==> src/shared/acs_pkg.sv <==
package acs_pkg;

   // ==========================================================
   // register word indices (byte address is four times these)
   localparam logic [3:0] ACS_REG_CTRL0  = 4'h0;
   localparam logic [3:0] ACS_REG_CTRL1  = 4'h1;
   localparam logic [3:0] ACS_REG_CTRL2  = 4'h2;
   localparam logic [3:0] ACS_REG_BLANK  = 4'h3;
   localparam logic [3:0] ACS_REG_TCTL   = 4'h4;
   localparam logic [3:0] ACS_REG_TIMER  = 4'h5;
   localparam logic [3:0] ACS_REG_CHCFG  = 4'h6;
   localparam logic [3:0] ACS_REG_RESULT = 4'h7;
   localparam logic [3:0] ACS_REG_ACC1   = 4'h8;
   localparam logic [3:0] ACS_REG_ACC2   = 4'h9;

   // ==========================================================
   // bit positions of the start, interrupt-flag and auto-start bits
   localparam int ACS_C0_START_BIT = 4;
   localparam int ACS_C0_INTR_BIT  = 8;
   localparam int ACS_BL_AUTO_BIT  = 6;

   // ==========================================================
   // conversion timing, in conversion clocks
   localparam logic [4:0] ACS_CONV_CLKS     = 5'h10;
   localparam logic [3:0] ACS_SAMPLE_CLKS   = 4'h4;
   localparam logic [3:0] ACS_LAST_CONV_CLK = 4'(ACS_CONV_CLKS - 5'h01);

   // ==========================================================
   // types
   typedef enum logic [1:0] {
      ACS_TRIG_PWM     = 2'h0,
      ACS_TRIG_CMP_TMR = 2'h1,
      ACS_TRIG_SW_TMR  = 2'h2,
      ACS_TRIG_IMMED   = 2'h3
   } acs_trig_t;

   typedef enum logic [2:0] {
      ACS_IDLE  = 3'b000,
      ACS_ARMED = 3'b001,
      ACS_WAIT  = 3'b011,
      ACS_CONV1 = 3'b010,
      ACS_GAP   = 3'b110,
      ACS_CONV2 = 3'b111
   } acs_state_t;

   typedef struct packed {
      logic       power_en;
      logic       fmt;
      logic       start;
      logic [3:0] ext_ch;
   } acs_ctrl0_t;

   typedef struct packed {
      logic [2:0] clk_sel;
      logic [1:0] ref_sel;
      logic [2:0] src_sel;
   } acs_ctrl1_t;

   typedef struct packed {
      acs_trig_t  trig_sel;
      logic [2:0] count;
   } acs_ctrl2_t;

   typedef struct packed {
      logic prescale;
      logic ext_start;
   } acs_tctl_t;

   typedef struct packed {
      logic [3:0] delay;
      logic [3:0] ch2_sel;
      logic       ch2_type;
      logic [3:0] ch1_sel;
      logic       ch1_type;
      logic       two_ch;
   } acs_chcfg_t;

   typedef struct packed {
      logic       power_en;
      logic [1:0] ref_sel;
      logic       ext_connect;
      logic [3:0] ext_ch;
      logic [2:0] int_sel;
      logic       sample;
      logic       convert;
   } acs_analog_t;

   localparam acs_ctrl0_t ACS_CTRL0_RST = 7'h00;
   localparam acs_ctrl1_t ACS_CTRL1_RST = 8'h00;
   localparam acs_ctrl2_t ACS_CTRL2_RST = 5'h00;
   localparam acs_chcfg_t ACS_CHCFG_RST = 15'h0000;

endpackage

==> src/verilog/acs_sequencer.sv <==
// Our own choices: the placing of the registers and the Avalon-MM slave port.
`timescale 1ns/100ps

// Notes on behaviour
// [RL1] software pulses the manual start bit high then low to start one conversion
// [RL2] busy stays high during a conversion, falls at completion with result valid
// [RL3] source codes 001 to 100 pick an internal signal and cut the external pin
// [RL4] result alignment in the result register follows the format bit
// [RL5] reference source follows the two-bit reference field, set before conversions
// [RL6] software powers the converter after setting the clock divider
// [RL7] software sets the shared pin to analog before converting an external channel
// [RL8] two-channel bit 0 and nonzero count give single-channel automatic mode
// [RL9] rising auto-start arms a group; triggers then blank, time or convert at once
// [RL10] trigger field picks pwm edge, comparator timer, software timer or immediate
// [RL11] pwm-edge trigger waits the six-bit blanking time before each conversion
// [RL12] timer start source, prescale and reload come from timer control and value
// [RL13] a group holds the number of conversions in the three-bit count field, or of channel pairs in two-channel mode
// [RL14] immediate trigger inserts the inter-conversion delay between conversions
// [RL15] single-channel results add into the channel-one accumulator
// [RL16] group end clears auto-start by hardware and raises the interrupt flag
// [RL17] software may poll auto-start for clear instead of using the interrupt
// [RL18] two-channel bit 1 and nonzero count use per-channel type and selector
// [RL19] two-channel mode converts channel one, waits the interval, then channel two
// [RL20] each channel's results add into that channel's accumulator
// [RL21] software enables all three interrupt enables to take converter interrupts
// [RL22] one conversion takes 16 conversion clocks: 4 sampling then 12 converting
// [RL23] conversion clock is system clock divided by two to the clock select field
// [RL24] completion clears busy and sets the interrupt request flag
// [RL25] pwm edge during a conversion sets the repeated-trigger flag and is dropped
// [RL26] accumulators clear when a new automatic group is enabled
module acs_sequencer
   import acs_pkg::*;
(
   // clock and reset
   input  wire logic        clk_sys,
   input  wire logic        rst_n,
   // avalon-mm slave, word addressed
   input  wire logic [3:0]  avs_address,
   input  wire logic        avs_read,
   input  wire logic        avs_write,
   input  wire logic [31:0] avs_writedata,
   output logic      [31:0] avs_readdata,
   output logic             avs_waitrequest,
   // trigger pins
   input  wire logic        pwm_output_signal,
   input  wire logic        comparator_trigger_signal,
   // converter core
   input  wire logic [11:0] sar_data,
   output acs_analog_t      analog_ctl,
   output logic             converter_interrupt_flag
);

   // ==========================================================
   // bus slave: one wait state on every access
   logic        bus_ack;
   wire         bus_req = avs_read | avs_write;
   wire         wr_en   = avs_write & bus_ack;
   wire  [31:0] wd      = avs_writedata;
   wire         wr_ctrl0 = wr_en & (avs_address == ACS_REG_CTRL0);
   wire         wr_ctrl1 = wr_en & (avs_address == ACS_REG_CTRL1);
   wire         wr_ctrl2 = wr_en & (avs_address == ACS_REG_CTRL2);
   wire         wr_blank = wr_en & (avs_address == ACS_REG_BLANK);
   wire         wr_tctl  = wr_en & (avs_address == ACS_REG_TCTL);
   wire         wr_timer = wr_en & (avs_address == ACS_REG_TIMER);
   wire         wr_chcfg = wr_en & (avs_address == ACS_REG_CHCFG);

   assign avs_waitrequest = bus_req & ~bus_ack;

   always_ff @(posedge clk_sys) begin
      if (!rst_n) begin
         bus_ack <= 1'b0;
      end else begin
         bus_ack <= bus_req & ~bus_ack;
      end
   end

   // ==========================================================
   // software registers
   acs_ctrl0_t  ctrl0;
   acs_ctrl1_t  ctrl1;
   acs_ctrl2_t  ctrl2;
   acs_tctl_t   tctl;
   acs_chcfg_t  chcfg;
   logic [5:0]  blank;
   logic [15:0] timer_val;

   always_ff @(posedge clk_sys) begin
      if (!rst_n) begin
         ctrl0     <= ACS_CTRL0_RST;
         ctrl1     <= ACS_CTRL1_RST;
         ctrl2     <= ACS_CTRL2_RST;
         tctl      <= 2'h0;
         chcfg     <= ACS_CHCFG_RST;
         blank     <= 6'h00;
         timer_val <= 16'h0000;
      end else begin
         if (wr_ctrl0) ctrl0 <= acs_ctrl0_t'(wd[6:0]);
         if (wr_ctrl1) ctrl1 <= acs_ctrl1_t'(wd[7:0]);
         if (wr_ctrl2) ctrl2 <= acs_ctrl2_t'(wd[4:0]);
         if (wr_tctl) tctl <= acs_tctl_t'(wd[1:0]);
         if (wr_chcfg) chcfg <= acs_chcfg_t'(wd[14:0]);
         if (wr_blank) blank <= wd[5:0];
         if (wr_timer) timer_val <= wd[15:0];
      end
   end

   // ==========================================================
   // trigger pins: two flops, then edge detect on the second
   logic [1:0] pwm_sync;
   logic [1:0] cmp_sync;
   logic       pwm_last;
   logic       cmp_last;

   always_ff @(posedge clk_sys) begin
      if (!rst_n) begin
         pwm_sync <= 2'h0;
         cmp_sync <= 2'h0;
         pwm_last <= 1'b0;
         cmp_last <= 1'b0;
      end else begin
         pwm_sync <= {pwm_sync[0], pwm_output_signal};
         cmp_sync <= {cmp_sync[0], comparator_trigger_signal};
         pwm_last <= pwm_sync[1];
         cmp_last <= cmp_sync[1];
      end
   end

   wire pwm_rise = pwm_sync[1] & ~pwm_last;
   wire cmp_rise = cmp_sync[1] & ~cmp_last;

   // ==========================================================
   // conversion clock: free divider, tick when the low bits wrap
   logic [6:0] div_cnt;
   wire  [6:0] div_mask  = 7'h7f >> (3'h7 - ctrl1.clk_sel);
   wire        adck_tick = &(div_cnt | ~div_mask); // RL23

   always_ff @(posedge clk_sys) begin
      if (!rst_n) begin
         div_cnt <= 7'h00;
      end else begin
         div_cnt <= div_cnt + 7'h01;
      end
   end

   // ==========================================================
   // conversion engine
   logic        busy;
   logic [3:0]  conv_cnt;
   logic [15:0] result;
   logic        conv_start;
   wire         conv_done = busy & adck_tick & (conv_cnt == ACS_LAST_CONV_CLK); // RL22

   always_ff @(posedge clk_sys) begin
      if (!rst_n) begin
         busy     <= 1'b0;
         conv_cnt <= 4'h0;
      end else if (conv_start) begin
         busy     <= 1'b1; // RL2
         conv_cnt <= 4'h0;
      end else if (conv_done) begin
         busy     <= 1'b0; // RL2 RL24
      end else if (busy & adck_tick) begin
         conv_cnt <= conv_cnt + 4'h1;
      end
   end

   // first partial conversion clock is absorbed into sampling
   always_ff @(posedge clk_sys) begin
      if (!rst_n) begin
         result <= 16'h0000;
      end else if (conv_done) begin
         result <= ctrl0.fmt ? {4'h0, sar_data} : {sar_data, 4'h0}; // RL4
      end
   end

   // ==========================================================
   // automatic sequencer
   acs_state_t  state;
   acs_state_t  next_state;
   logic [15:0] wcnt;
   logic [15:0] next_wcnt;
   logic [2:0]  grp_cnt;
   logic        auto_start;
   logic        rpt_flag;
   logic        auto_go;
   logic [15:0] acc1;
   logic [15:0] acc2;

   wire auto_mode = (ctrl2.count != 3'h0);                         // RL8 RL18
   wire two_mode  = auto_mode & chcfg.two_ch;                       // RL18
   wire auto_rise = wr_blank & wd[ACS_BL_AUTO_BIT] & ~auto_start
                    & (state == ACS_IDLE);                          // RL9
   wire trig_pwm  = (ctrl2.trig_sel == ACS_TRIG_PWM);
   wire trig_imm  = (ctrl2.trig_sel == ACS_TRIG_IMMED);
   wire trig_tmr  = (ctrl2.trig_sel == ACS_TRIG_SW_TMR) |
                    (ctrl2.trig_sel == ACS_TRIG_CMP_TMR);
   // comparator-started timer only waits for the edge when selected
   wire arm_wait  = trig_imm | (trig_tmr & ~(tctl.ext_start &
                    (ctrl2.trig_sel == ACS_TRIG_CMP_TMR)));         // RL12
   wire arm_event = trig_pwm ? (pwm_rise & ~busy) : cmp_rise;      // RL10
   wire [15:0] wait_load = trig_pwm ? {10'h000, blank} :           // RL11
                           trig_imm ? {12'h000, chcfg.delay} :     // RL14
                           timer_val;                               // RL12
   wire timer_tick = tctl.prescale ? adck_tick : 1'b1;             // RL12
   wire step = (state == ACS_WAIT && trig_tmr) ? timer_tick : adck_tick;
   wire member_done = conv_done & ((state == ACS_CONV2) |
                      ((state == ACS_CONV1) & ~chcfg.two_ch));
   wire group_end = member_done & (3'(grp_cnt + 3'h1) == ctrl2.count); // RL13
   wire manual_go = wr_ctrl0 & ctrl0.start & ~wd[ACS_C0_START_BIT] &
                    ctrl0.power_en & ~auto_mode & ~busy;            // RL1

   assign conv_start = manual_go | auto_go;

   always_comb begin
      next_state = state;
      next_wcnt  = wcnt;
      auto_go    = 1'b0;
      case (state)
         ACS_IDLE: begin
            if (auto_rise) begin
               if (trig_imm) begin
                  next_state = ACS_CONV1; // RL10
                  auto_go    = 1'b1;
               end else if (arm_wait) begin
                  next_state = ACS_WAIT;
                  next_wcnt  = wait_load;
               end else begin
                  next_state = ACS_ARMED;
               end
            end
         end
         ACS_ARMED: begin
            if (!auto_start) begin
               next_state = ACS_IDLE;
            end else if (arm_event) begin
               next_state = ACS_WAIT; // RL9
               next_wcnt  = wait_load;
            end
         end
         ACS_WAIT, ACS_GAP: begin
            // clearing auto-start outside a conversion aborts at once
            if (!auto_start) begin
               next_state = ACS_IDLE;
            end else if (step && wcnt == 16'h0000) begin
               next_state = (state == ACS_GAP) ? ACS_CONV2 : ACS_CONV1; // RL19
               auto_go    = 1'b1;
            end else if (step) begin
               next_wcnt = wcnt - 16'h0001;
            end
         end
         ACS_CONV1, ACS_CONV2: begin
            // a cleared auto-start lets the running conversion finish
            if (conv_done) begin
               if (!auto_start || group_end) begin
                  next_state = ACS_IDLE;
               end else if (state == ACS_CONV1 && chcfg.two_ch) begin
                  next_state = ACS_GAP; // RL19
                  next_wcnt  = {12'h000, chcfg.delay};
               end else if (arm_wait) begin
                  next_state = ACS_WAIT; // RL14
                  next_wcnt  = wait_load;
               end else begin
                  next_state = ACS_ARMED;
               end
            end
         end
         default: begin
            next_state = ACS_IDLE;
         end
      endcase
   end

   always_ff @(posedge clk_sys) begin
      if (!rst_n) begin
         state <= ACS_IDLE;
         wcnt  <= 16'h0000;
      end else begin
         state <= next_state;
         wcnt  <= next_wcnt;
      end
   end

   always_ff @(posedge clk_sys) begin
      if (!rst_n) begin
         grp_cnt <= 3'h0;
      end else if (auto_rise) begin
         grp_cnt <= 3'h0;
      end else if (member_done) begin
         grp_cnt <= 3'(grp_cnt + 3'h1);
      end
   end

   always_ff @(posedge clk_sys) begin
      if (!rst_n) begin
         auto_start <= 1'b0;
      end else if (group_end) begin
         auto_start <= 1'b0; // RL16
      end else if (wr_blank) begin
         auto_start <= wd[ACS_BL_AUTO_BIT] & ((state == ACS_IDLE) | auto_start);
      end
   end

   // repeated trigger: the set wins over the arm-time clear
   always_ff @(posedge clk_sys) begin
      if (!rst_n) begin
         rpt_flag <= 1'b0;
      end else if (auto_start & trig_pwm & pwm_rise & busy) begin
         rpt_flag <= 1'b1; // RL25
      end else if (auto_rise) begin
         rpt_flag <= 1'b0;
      end
   end

   always_ff @(posedge clk_sys) begin
      if (!rst_n) begin
         acc1 <= 16'h0000;
         acc2 <= 16'h0000;
      end else if (auto_rise) begin
         acc1 <= 16'h0000; // RL26
         acc2 <= 16'h0000;
      end else if (conv_done && state == ACS_CONV1) begin
         acc1 <= acc1 + {4'h0, sar_data}; // RL15 RL20
      end else if (conv_done && state == ACS_CONV2) begin
         acc2 <= acc2 + {4'h0, sar_data}; // RL20
      end
   end

   // interrupt flag: write one to clear, a new set wins
   wire intr_set = (conv_done & (state == ACS_IDLE)) | group_end; // RL16 RL24

   always_ff @(posedge clk_sys) begin
      if (!rst_n) begin
         converter_interrupt_flag <= 1'b0;
      end else if (intr_set) begin
         converter_interrupt_flag <= 1'b1;
      end else if (wr_ctrl0 & wd[ACS_C0_INTR_BIT]) begin
         converter_interrupt_flag <= 1'b0;
      end
   end

   // ==========================================================
   // input routing to the analog front end
   function automatic logic [2:0] int_code(input logic [3:0] sel);
      case (sel)
         4'h1:    int_code = 3'h2;
         4'h2:    int_code = 3'h3;
         4'h3:    int_code = 3'h4;
         default: int_code = 3'h1;
      endcase
   endfunction

   wire        on_ch2   = (state == ACS_CONV2);
   wire [3:0]  ch_sel   = on_ch2 ? chcfg.ch2_sel : chcfg.ch1_sel;
   wire        ch_type  = on_ch2 ? chcfg.ch2_type : chcfg.ch1_type;
   wire        src_int  = (ctrl1.src_sel >= 3'h1) & (ctrl1.src_sel <= 3'h4);
   wire        ext_sel  = two_mode ? ch_type : ~src_int;           // RL3 RL18
   wire [2:0]  int_sel  = ext_sel ? 3'h0 :
                          (two_mode ? int_code(ch_sel) : ctrl1.src_sel);

   assign analog_ctl.power_en    = ctrl0.power_en;
   assign analog_ctl.ref_sel     = ctrl1.ref_sel; // RL5
   assign analog_ctl.ext_connect = ext_sel;
   assign analog_ctl.ext_ch      = two_mode ? ch_sel : ctrl0.ext_ch;
   assign analog_ctl.int_sel     = int_sel;
   assign analog_ctl.sample      = busy & (conv_cnt < ACS_SAMPLE_CLKS); // RL22
   assign analog_ctl.convert     = busy & (conv_cnt >= ACS_SAMPLE_CLKS);

   // ==========================================================
   // read mux, captured one cycle before the answer
   wire [31:0] rd_mux =
      (avs_address == ACS_REG_CTRL0)  ? {23'h0, converter_interrupt_flag, busy, ctrl0} :
      (avs_address == ACS_REG_CTRL1)  ? {24'h0, ctrl1} :
      (avs_address == ACS_REG_CTRL2)  ? {27'h0, ctrl2} :
      (avs_address == ACS_REG_BLANK)  ? {24'h0, rpt_flag, auto_start, blank} :
      (avs_address == ACS_REG_TCTL)   ? {30'h0, tctl} :
      (avs_address == ACS_REG_TIMER)  ? {16'h0, timer_val} :
      (avs_address == ACS_REG_CHCFG)  ? {17'h0, chcfg} :
      (avs_address == ACS_REG_RESULT) ? {16'h0, result} :
      (avs_address == ACS_REG_ACC1)   ? {16'h0, acc1} :
      (avs_address == ACS_REG_ACC2)   ? {16'h0, acc2} : 32'h0;

   always_ff @(posedge clk_sys) begin
      if (!rst_n) begin
         avs_readdata <= 32'h0;
      end else if (avs_read & ~bus_ack) begin
         avs_readdata <= rd_mux;
      end
   end

   // ==========================================================
   // checks
   chk_conv_length: assert property (@(posedge clk_sys) disable iff (!rst_n) // RL22
      $fell(busy) |-> $past(conv_cnt) == 4'hf)
      else $error("conversion ended before its sixteenth clock");

   chk_busy_start: assert property (@(posedge clk_sys) disable iff (!rst_n) // RL2
      conv_start |=> busy && conv_cnt == 4'h0)
      else $error("busy not raised by a conversion start");

   chk_src_internal: assert property (@(posedge clk_sys) disable iff (!rst_n) // RL3
      (!two_mode && src_int) |-> !analog_ctl.ext_connect && analog_ctl.int_sel == ctrl1.src_sel)
      else $error("external pin left connected for internal source");

   chk_result_fmt: assert property (@(posedge clk_sys) disable iff (!rst_n) // RL4
      conv_done |=> result == ($past(ctrl0.fmt) ? {4'h0, $past(sar_data)}
                                                : {$past(sar_data), 4'h0}))
      else $error("result alignment wrong");

   chk_group_end: assert property (@(posedge clk_sys) disable iff (!rst_n) // RL16
      group_end |=> !auto_start && converter_interrupt_flag && state == ACS_IDLE)
      else $error("group end did not clear auto-start or set flag");

   chk_rpt_trig: assert property (@(posedge clk_sys) disable iff (!rst_n) // RL25
      (auto_start && trig_pwm && pwm_rise && busy) |=> rpt_flag)
      else $error("repeated trigger not flagged");

   chk_acc_clear: assert property (@(posedge clk_sys) disable iff (!rst_n) // RL26
      auto_rise |=> acc1 == 16'h0000 && acc2 == 16'h0000 && grp_cnt == 3'h0)
      else $error("accumulators not cleared at group arm");

   chk_undivided: assert property (@(posedge clk_sys) disable iff (!rst_n) // RL23
      (ctrl1.clk_sel == 3'h0) |-> adck_tick)
      else $error("undivided conversion clock missed a tick");

   // a divide-by-two clock must tick on every other system clock
   chk_halved_clock: assert property (@(posedge clk_sys) disable iff (!rst_n) // RL23
      (ctrl1.clk_sel == 3'h1 && $past(ctrl1.clk_sel) == 3'h1) |-> adck_tick != $past(adck_tick))
      else $error("halved conversion clock did not alternate");

   chk_two_order: assert property (@(posedge clk_sys) disable iff (!rst_n) // RL19
      (conv_done && state == ACS_CONV1 && chcfg.two_ch && auto_start && !group_end)
      |=> state == ACS_GAP && wcnt == {12'h000, $past(chcfg.delay)})
      else $error("channel two not preceded by interval");

   chk_manual_done: assert property (@(posedge clk_sys) disable iff (!rst_n) // RL24
      (conv_done && state == ACS_IDLE) |=> !busy && converter_interrupt_flag)
      else $error("manual completion did not set flag");

endmodule

==> config.mk <==
export PLATFORM = sky130hd
export DESIGN_NAME = acs_sequencer
export DESIGN_NICKNAME = d
export VERILOG_FILES = /design/src/shared/acs_pkg.sv /design/src/verilog/acs_sequencer.sv
export SDC_FILE = /design/constraint.sdc
export NUM_CORES = 1
export LEC_CHECK = 0
export BUFFER_PORTS_ARGS = -buffer_cell sky130_fd_sc_hd__buf_4
export CAP_MARGIN = 0
export CELL_PAD_IN_SITES_DETAIL_PLACEMENT = 0
export CELL_PAD_IN_SITES_GLOBAL_PLACEMENT = 1
export CORE_UTILIZATION = 40
export DETAILED_ROUTE_END_ITERATION = 6
export PLACE_DENSITY_LB_ADDON = 0.1
export SLEW_MARGIN = 15
export SYNTH_ARGS = -nofsm -noshare
export SYNTH_HDL_FRONTEND = slang
export SYNTH_SLANG_ARGS = --single-unit
==> constraint.sdc <==
create_clock -name clk_sys -period 2.45 [get_ports clk_sys]
set_input_delay 0.1225 -clock clk_sys [delete_from_list [all_inputs] [get_ports clk_sys]]
set_output_delay 0.1225 -clock clk_sys [all_outputs]
set_load 0.03 [all_outputs]
* After elaboration in Yosys (flattened, before gate mapping) *
Index checks and enable logic that the tools add are counted.

word-level totals
  ROM bits = 0
  latch bits = 0
  register bits = 183
  logic and storage cells = 226
  memories = 0
  bits in writable memories = 0
  input bits = 54

operators by class
  bitwise operators = 60
  multipliers = 0
  multiplexer cells = 58
  reductions and logical operators = 26
  magnitude comparators = 4
  divide/modulo/power cells = 0
  $add $sub $neg = 7
  equality and inequality tests = 33
  shift operators = 1

operators with widths
  operator                 number
  $mux W16                 24
  $pmux W16 S4             1
  $and A1 B1 Y1            38
  $mux W3                  11
  $add A16 B12 Y16         2
  $ne A2 B2 Y1 const B     9
  $eq A4 B2 Y1 const B     4
  $eq A4 B3 Y1 const B     4
  $logic_not A16 Y1        1
  $sub A16 B1 Y16 const B  1
  $mux W1                  15
  $not A1 Y1               13
  $eq A4 B4 Y1 const B     3
  $pmux W3 S4              1
  $reduce_and A10 Y1       1
  $reduce_or A2 Y1         5
  $pmux W3 S3              1
  $eq A4 B1 Y1 const B     2
  $mux W4                  2
  $add A7 B1 Y7 const B    1
  $not A7 Y7               1
  $or A1 B1 Y1             7
  $or A7 B7 Y7             1
  $reduce_and A7 Y1        1
  28 further kinds         40

* Longest topological paths before layout *
  depth in word-level cells = 13
  gate-level depth with buffers = 10
  mapped depth without buffers = 10

* Worst setup path after synthesis *
OpenSTA, ideal clock, no wires.

  path type = register to output
  start = register state[1]
  end = output analog_ctl[2] (netlist bit)
  cell stages (with the launch flop) = 7
  data arrival time = 2,156 ps
  slack = 171 ps
  data required time = 2,328 ps
  cell sequence = dfxtp_1 > buf_2 > and3_1 > buf_2 > mux2i_1 > nor3_1 > a211oi_1

RTL lines
  item                      line                  RTL
  start: declaration        acs_sequencer.sv:178  acs_state_t state;
  start signal: assignment  acs_sequencer.sv:278  state <= next_state;
  end: declaration          acs_sequencer.sv:49   output acs_analog_t analog_ctl,

* Final worst setup path *
  start = register wcnt[0]
  end = register wcnt[10]

between the ends
  cells in the longest elaborated chain, start to end = 5

ends and longest elaborated chain
  item                      line                  RTL
  start: declaration        acs_sequencer.sv:180  logic [15:0] wcnt;
  start signal: assignment  acs_sequencer.sv:279  wcnt <= next_wcnt;
  $sub A16 B1 Y16           acs_sequencer.sv:248  next_wcnt = wcnt - 16'h0001;
  $mux W16                  acs_sequencer.sv:247  end else if (step) begin
  $mux W16                  acs_sequencer.sv:244  end else if (step && wcnt == 16'h0000) begin
  $mux W16                  acs_sequencer.sv:242  if (!auto_start) begin
  $pmux W16 S4              acs_sequencer.sv:218  case (state)

Several ways; a longest one is shown, not always the timed one. The select of a mux whose other input is x is not followed.
A chain may end at the register's enable or synchronous reset.

==> results.sh <==
export IMPL_die_h_um=156.8
export IMPL_nets=1403
export IMPL_cts_root_buf="clkbuf_16"
export IMPL_wl_per_cell_um=19.89
export IMPL_num_rows=56
export IMPL_numCtsBuffers=17
export IMPL_clock_latency_ns=0.43
export IMPL_n_antenna_cell=0
export IMPL_cellPowerDensity_nw_per_um2=504.3
export IMPL_arrival_ns=2.73
export IMPL_gp_congestion=0.8826
export IMPL_crit_type="register to register"
export IMPL_worst_path_max_fanout=8
export IMPL_yosys_top_cells_area="dfxtp_1 35%, a21oi_1 8.2%, nand2_1 6.8%"
export IMPL_ys_seq_elements=167
export IMPL_grt_max_degree=83
export IMPL_initial_core_util_pct=40.82
export IMPL_cts_sinks=167
export IMPL_clk_pin_slew_ns=0.07
export IMPL_tightest_slew_ns=0.6304
export IMPL_worst_ep_required_time_ns=2.80
export IMPL_synth_cell_type_count=86
export IMPL_yosys_cell_count_top_type="nand2_1"
export IMPL_wl_um=32760
export IMPL_clock_fmax_mhz=421.1
export IMPL_io_pins=101
export IMPL_vias=9310
export IMPL_firstDrtPassIters=5
export IMPL_status="finished clean"
export IMPL_synth_edf_count=0
export IMPL_setup_viol=0
export IMPL_seq_area_frac_synth_pct=34.89
export IMPL_fin_skew_ns=0.01962
export IMPL_crit_start="wcnt[0]$_SDFFE_PN0P_"
export IMPL_drive_gt1_share_pct=18.98
export IMPL_syn_cell_area_sq_um=9582
export IMPL_final_area_sq_um=11700
export IMPL_final_max_slew_viol_count=0
export IMPL_max_cap_violations=0
export IMPL_r2r_slack_ns=0.08
export IMPL_yosysTopAreaCell="dfxtp_1"
export IMPL_final_util_pct=49.83
export IMPL_syn_avg_cell_area_sq_um=8.005
export IMPL_drcViolationCount=0
export IMPL_ys_warn_count=0
export IMPL_ys_flop_type="dfxtp_1"
export IMPL_area_delta_synth_final_pct=22.07
export IMPL_peakVddDrop_mv=0.3172
export IMPL_fill_cells=2330
export IMPL_period_share_pct=96.94
export IMPL_first_iter_violations=600
export IMPL_antenna_found_initial=0
export IMPL_cts_tree="built"
export IMPL_synthTopCellsByCount="174 x nand2_1, 167 x dfxtp_1, 157 x a21oi_1, 93 x nor2_1, 51 x nand3_1"
export IMPL_grt_pass1_wl_um=50810
export IMPL_cts_htree_levels=4
export IMPL_drtAntennaViolNets=0
export IMPL_p_leak_nw=4.243
export IMPL_port_buffers=68
export IMPL_dieWidth_um=156.8
export IMPL_hold_viol=0
export IMPL_rr_startpoint="wcnt[0]$_SDFFE_PN0P_"
export IMPL_grt_pass1_vias=8793
export IMPL_placed_cell_area_sq_um=10780
export IMPL_slew_headroom_pct=56.88
export IMPL_hold_worst_slack_ns=0.006986
export IMPL_min_period_ns=2.375
export IMPL_instances_no_fill=1647
export IMPL_dp_hpwl_um=24260
export IMPL_grt_overflow=0
export IMPL_synth_top_area_share_pct=34.89
export IMPL_placedCellCount=1594
export IMPL_routed_via_density=5.653
export IMPL_dieArea_sq_um=24580
export IMPL_holdCritPathClass="input port to register"
export IMPL_critPathLaunchType="register"
export IMPL_end_kind="register"
export IMPL_hold_start="avs_writedata[4]"
export IMPL_clk_path_buf_depth=2
export IMPL_rsz0062_at_grt="yes"
export IMPL_core_sq_um=23470
export IMPL_synthArstFlopShare_pct=0
export IMPL_grt_total_usage_pct=27.29
export IMPL_synth_cells=1197
area by class of cell:
| class | instances | area [sq um] | area share [%] |
|---|---|---|---|
| multi-input combinational | 935 | 5906 | 50.49 |
| sequential | 167 | 3348 | 28.63 |
| timing repair buffer | 171 | 1381 | 11.81 |
| clock buffer | 20 | 466.7 | 3.990 |
| tap | 319 | 399.1 | 3.413 |
| clock inverter | 12 | 107.6 | 0.9200 |
| inverter | 23 | 87.58 | 0.7488 |
critical path, stage by stage, from the launching register on:
cell and delay, ns:
dfxtp_1 0.33, inv_1 0.08, ha_1 0.22, nor3b_1 0.14, buf_4 0.16, and3_1 0.15
nand4b_1 0.16, o21ai_2 0.11, a211o_4 0.37, or4_1 0.48, o211ai_1 0.10
power by group:
group / switching (mW) / internal, mW / leakage (nW) / total, mW
combinational: 0.308 / 0.163 / 2.61 / 0.471
sequential: 0.0177 / 2.73 / 1.35 / 2.75
clock: 1.26 / 1.42 / 0.284 / 2.68
total: 1.59 / 4.31 / 4.24 / 5.90
state kept, by name, summed over array words and instances (netlist names), 2 cells and up:
name and cells:
tctl 2, ctrl2 5, wcnt 16, cmp_sync 2, blank 6, ctrl0 6
acc1 16, ctrl1 6, chcfg 15, conv_cnt 4, div_cnt 7, grp_cnt 3
acc2 16, timer_val 16, avs_readdata 16, state 3, result 16, pwm_sync 2
analog_ctl 3
cells in the final DEF, fill, tap and decap left out, types with 8 or more instances in the layout:
master,Yosys,final
nand2_1,174,174
dfxtp_1,167,163
a21oi_1,157,153
buf_4,21,148
nor2_1,93,93
nand3_1,51,51
mux2i_1,39,37
o21ai_0,34,32
ha_1,32,31
xnor2_1,23,23
inv_1,22,22
nor3_1,20,19
dlygate4sd3_1,0,19
xor2_1,17,17
clkbuf_16,0,17
or3_1,17,16
conb_1,1,16
a211oi_1,17,15
and2_1,15,15
o31ai_1,19,15
a22oi_1,13,13
a221oi_1,12,12
nand2b_1,11,11
nor2b_1,11,10
a222oi_1,10,10
a22o_1,9,9
or2_2,8,8
stage by stage:
stage	power [mW]	setup WS [ns]	TNS [ns]
global placement	3.250	0.07426	0
floorplan	3.071	0.1711	0
finish	5.899	0.07505	0
global route	6.104	-0.01411	-0.02940
CTS	5.930	0.009342	0
detailed placement	3.253	0.01813	0
cell families after synthesis:
family	count (synthesis)	share of synthesized area [%]
buf+inv	110	5.524
other cells	1	0.03914
xor+xnor	40	3.656
flops	167	34.89
mux	40	4.192
compound gates	346	23.61
fa+ha+maj	34	4.596
simple gates	459	23.49
layer usage:
metal	GRT usage, %	wire (um)	up-vias
li1	-	-	4536
met1	36.08	14720	4459
met2	45.04	15530	280
met3	4.459	1774	35
met4	8.730	734	0
met5	0	0	-
timing repair:
item / 4_1_cts / 5_1_grt
hold endpoints to repair: 33 / 1
resized for setup: 4 / 31
endpoints found under the setup margin: 4 / 17
hold buffers: 18 / 1
pin swaps: 1 / 13
buffers inserted: 0 / 2
path summary, 6_finish.rpt:
path,end,cells after the start
worst max-delay path,wcnt[10]$_SDFFE_PN0P_,10
worst max register to register,wcnt[10]$_SDFFE_PN0P_,10
worst min register to register,cmp_sync[1]$_SDFF_PN0_,1
worst min-delay path,chcfg[4]$_SDFFE_PN0P_,3
Note: power is estimated with default switching activity, not from simulation.
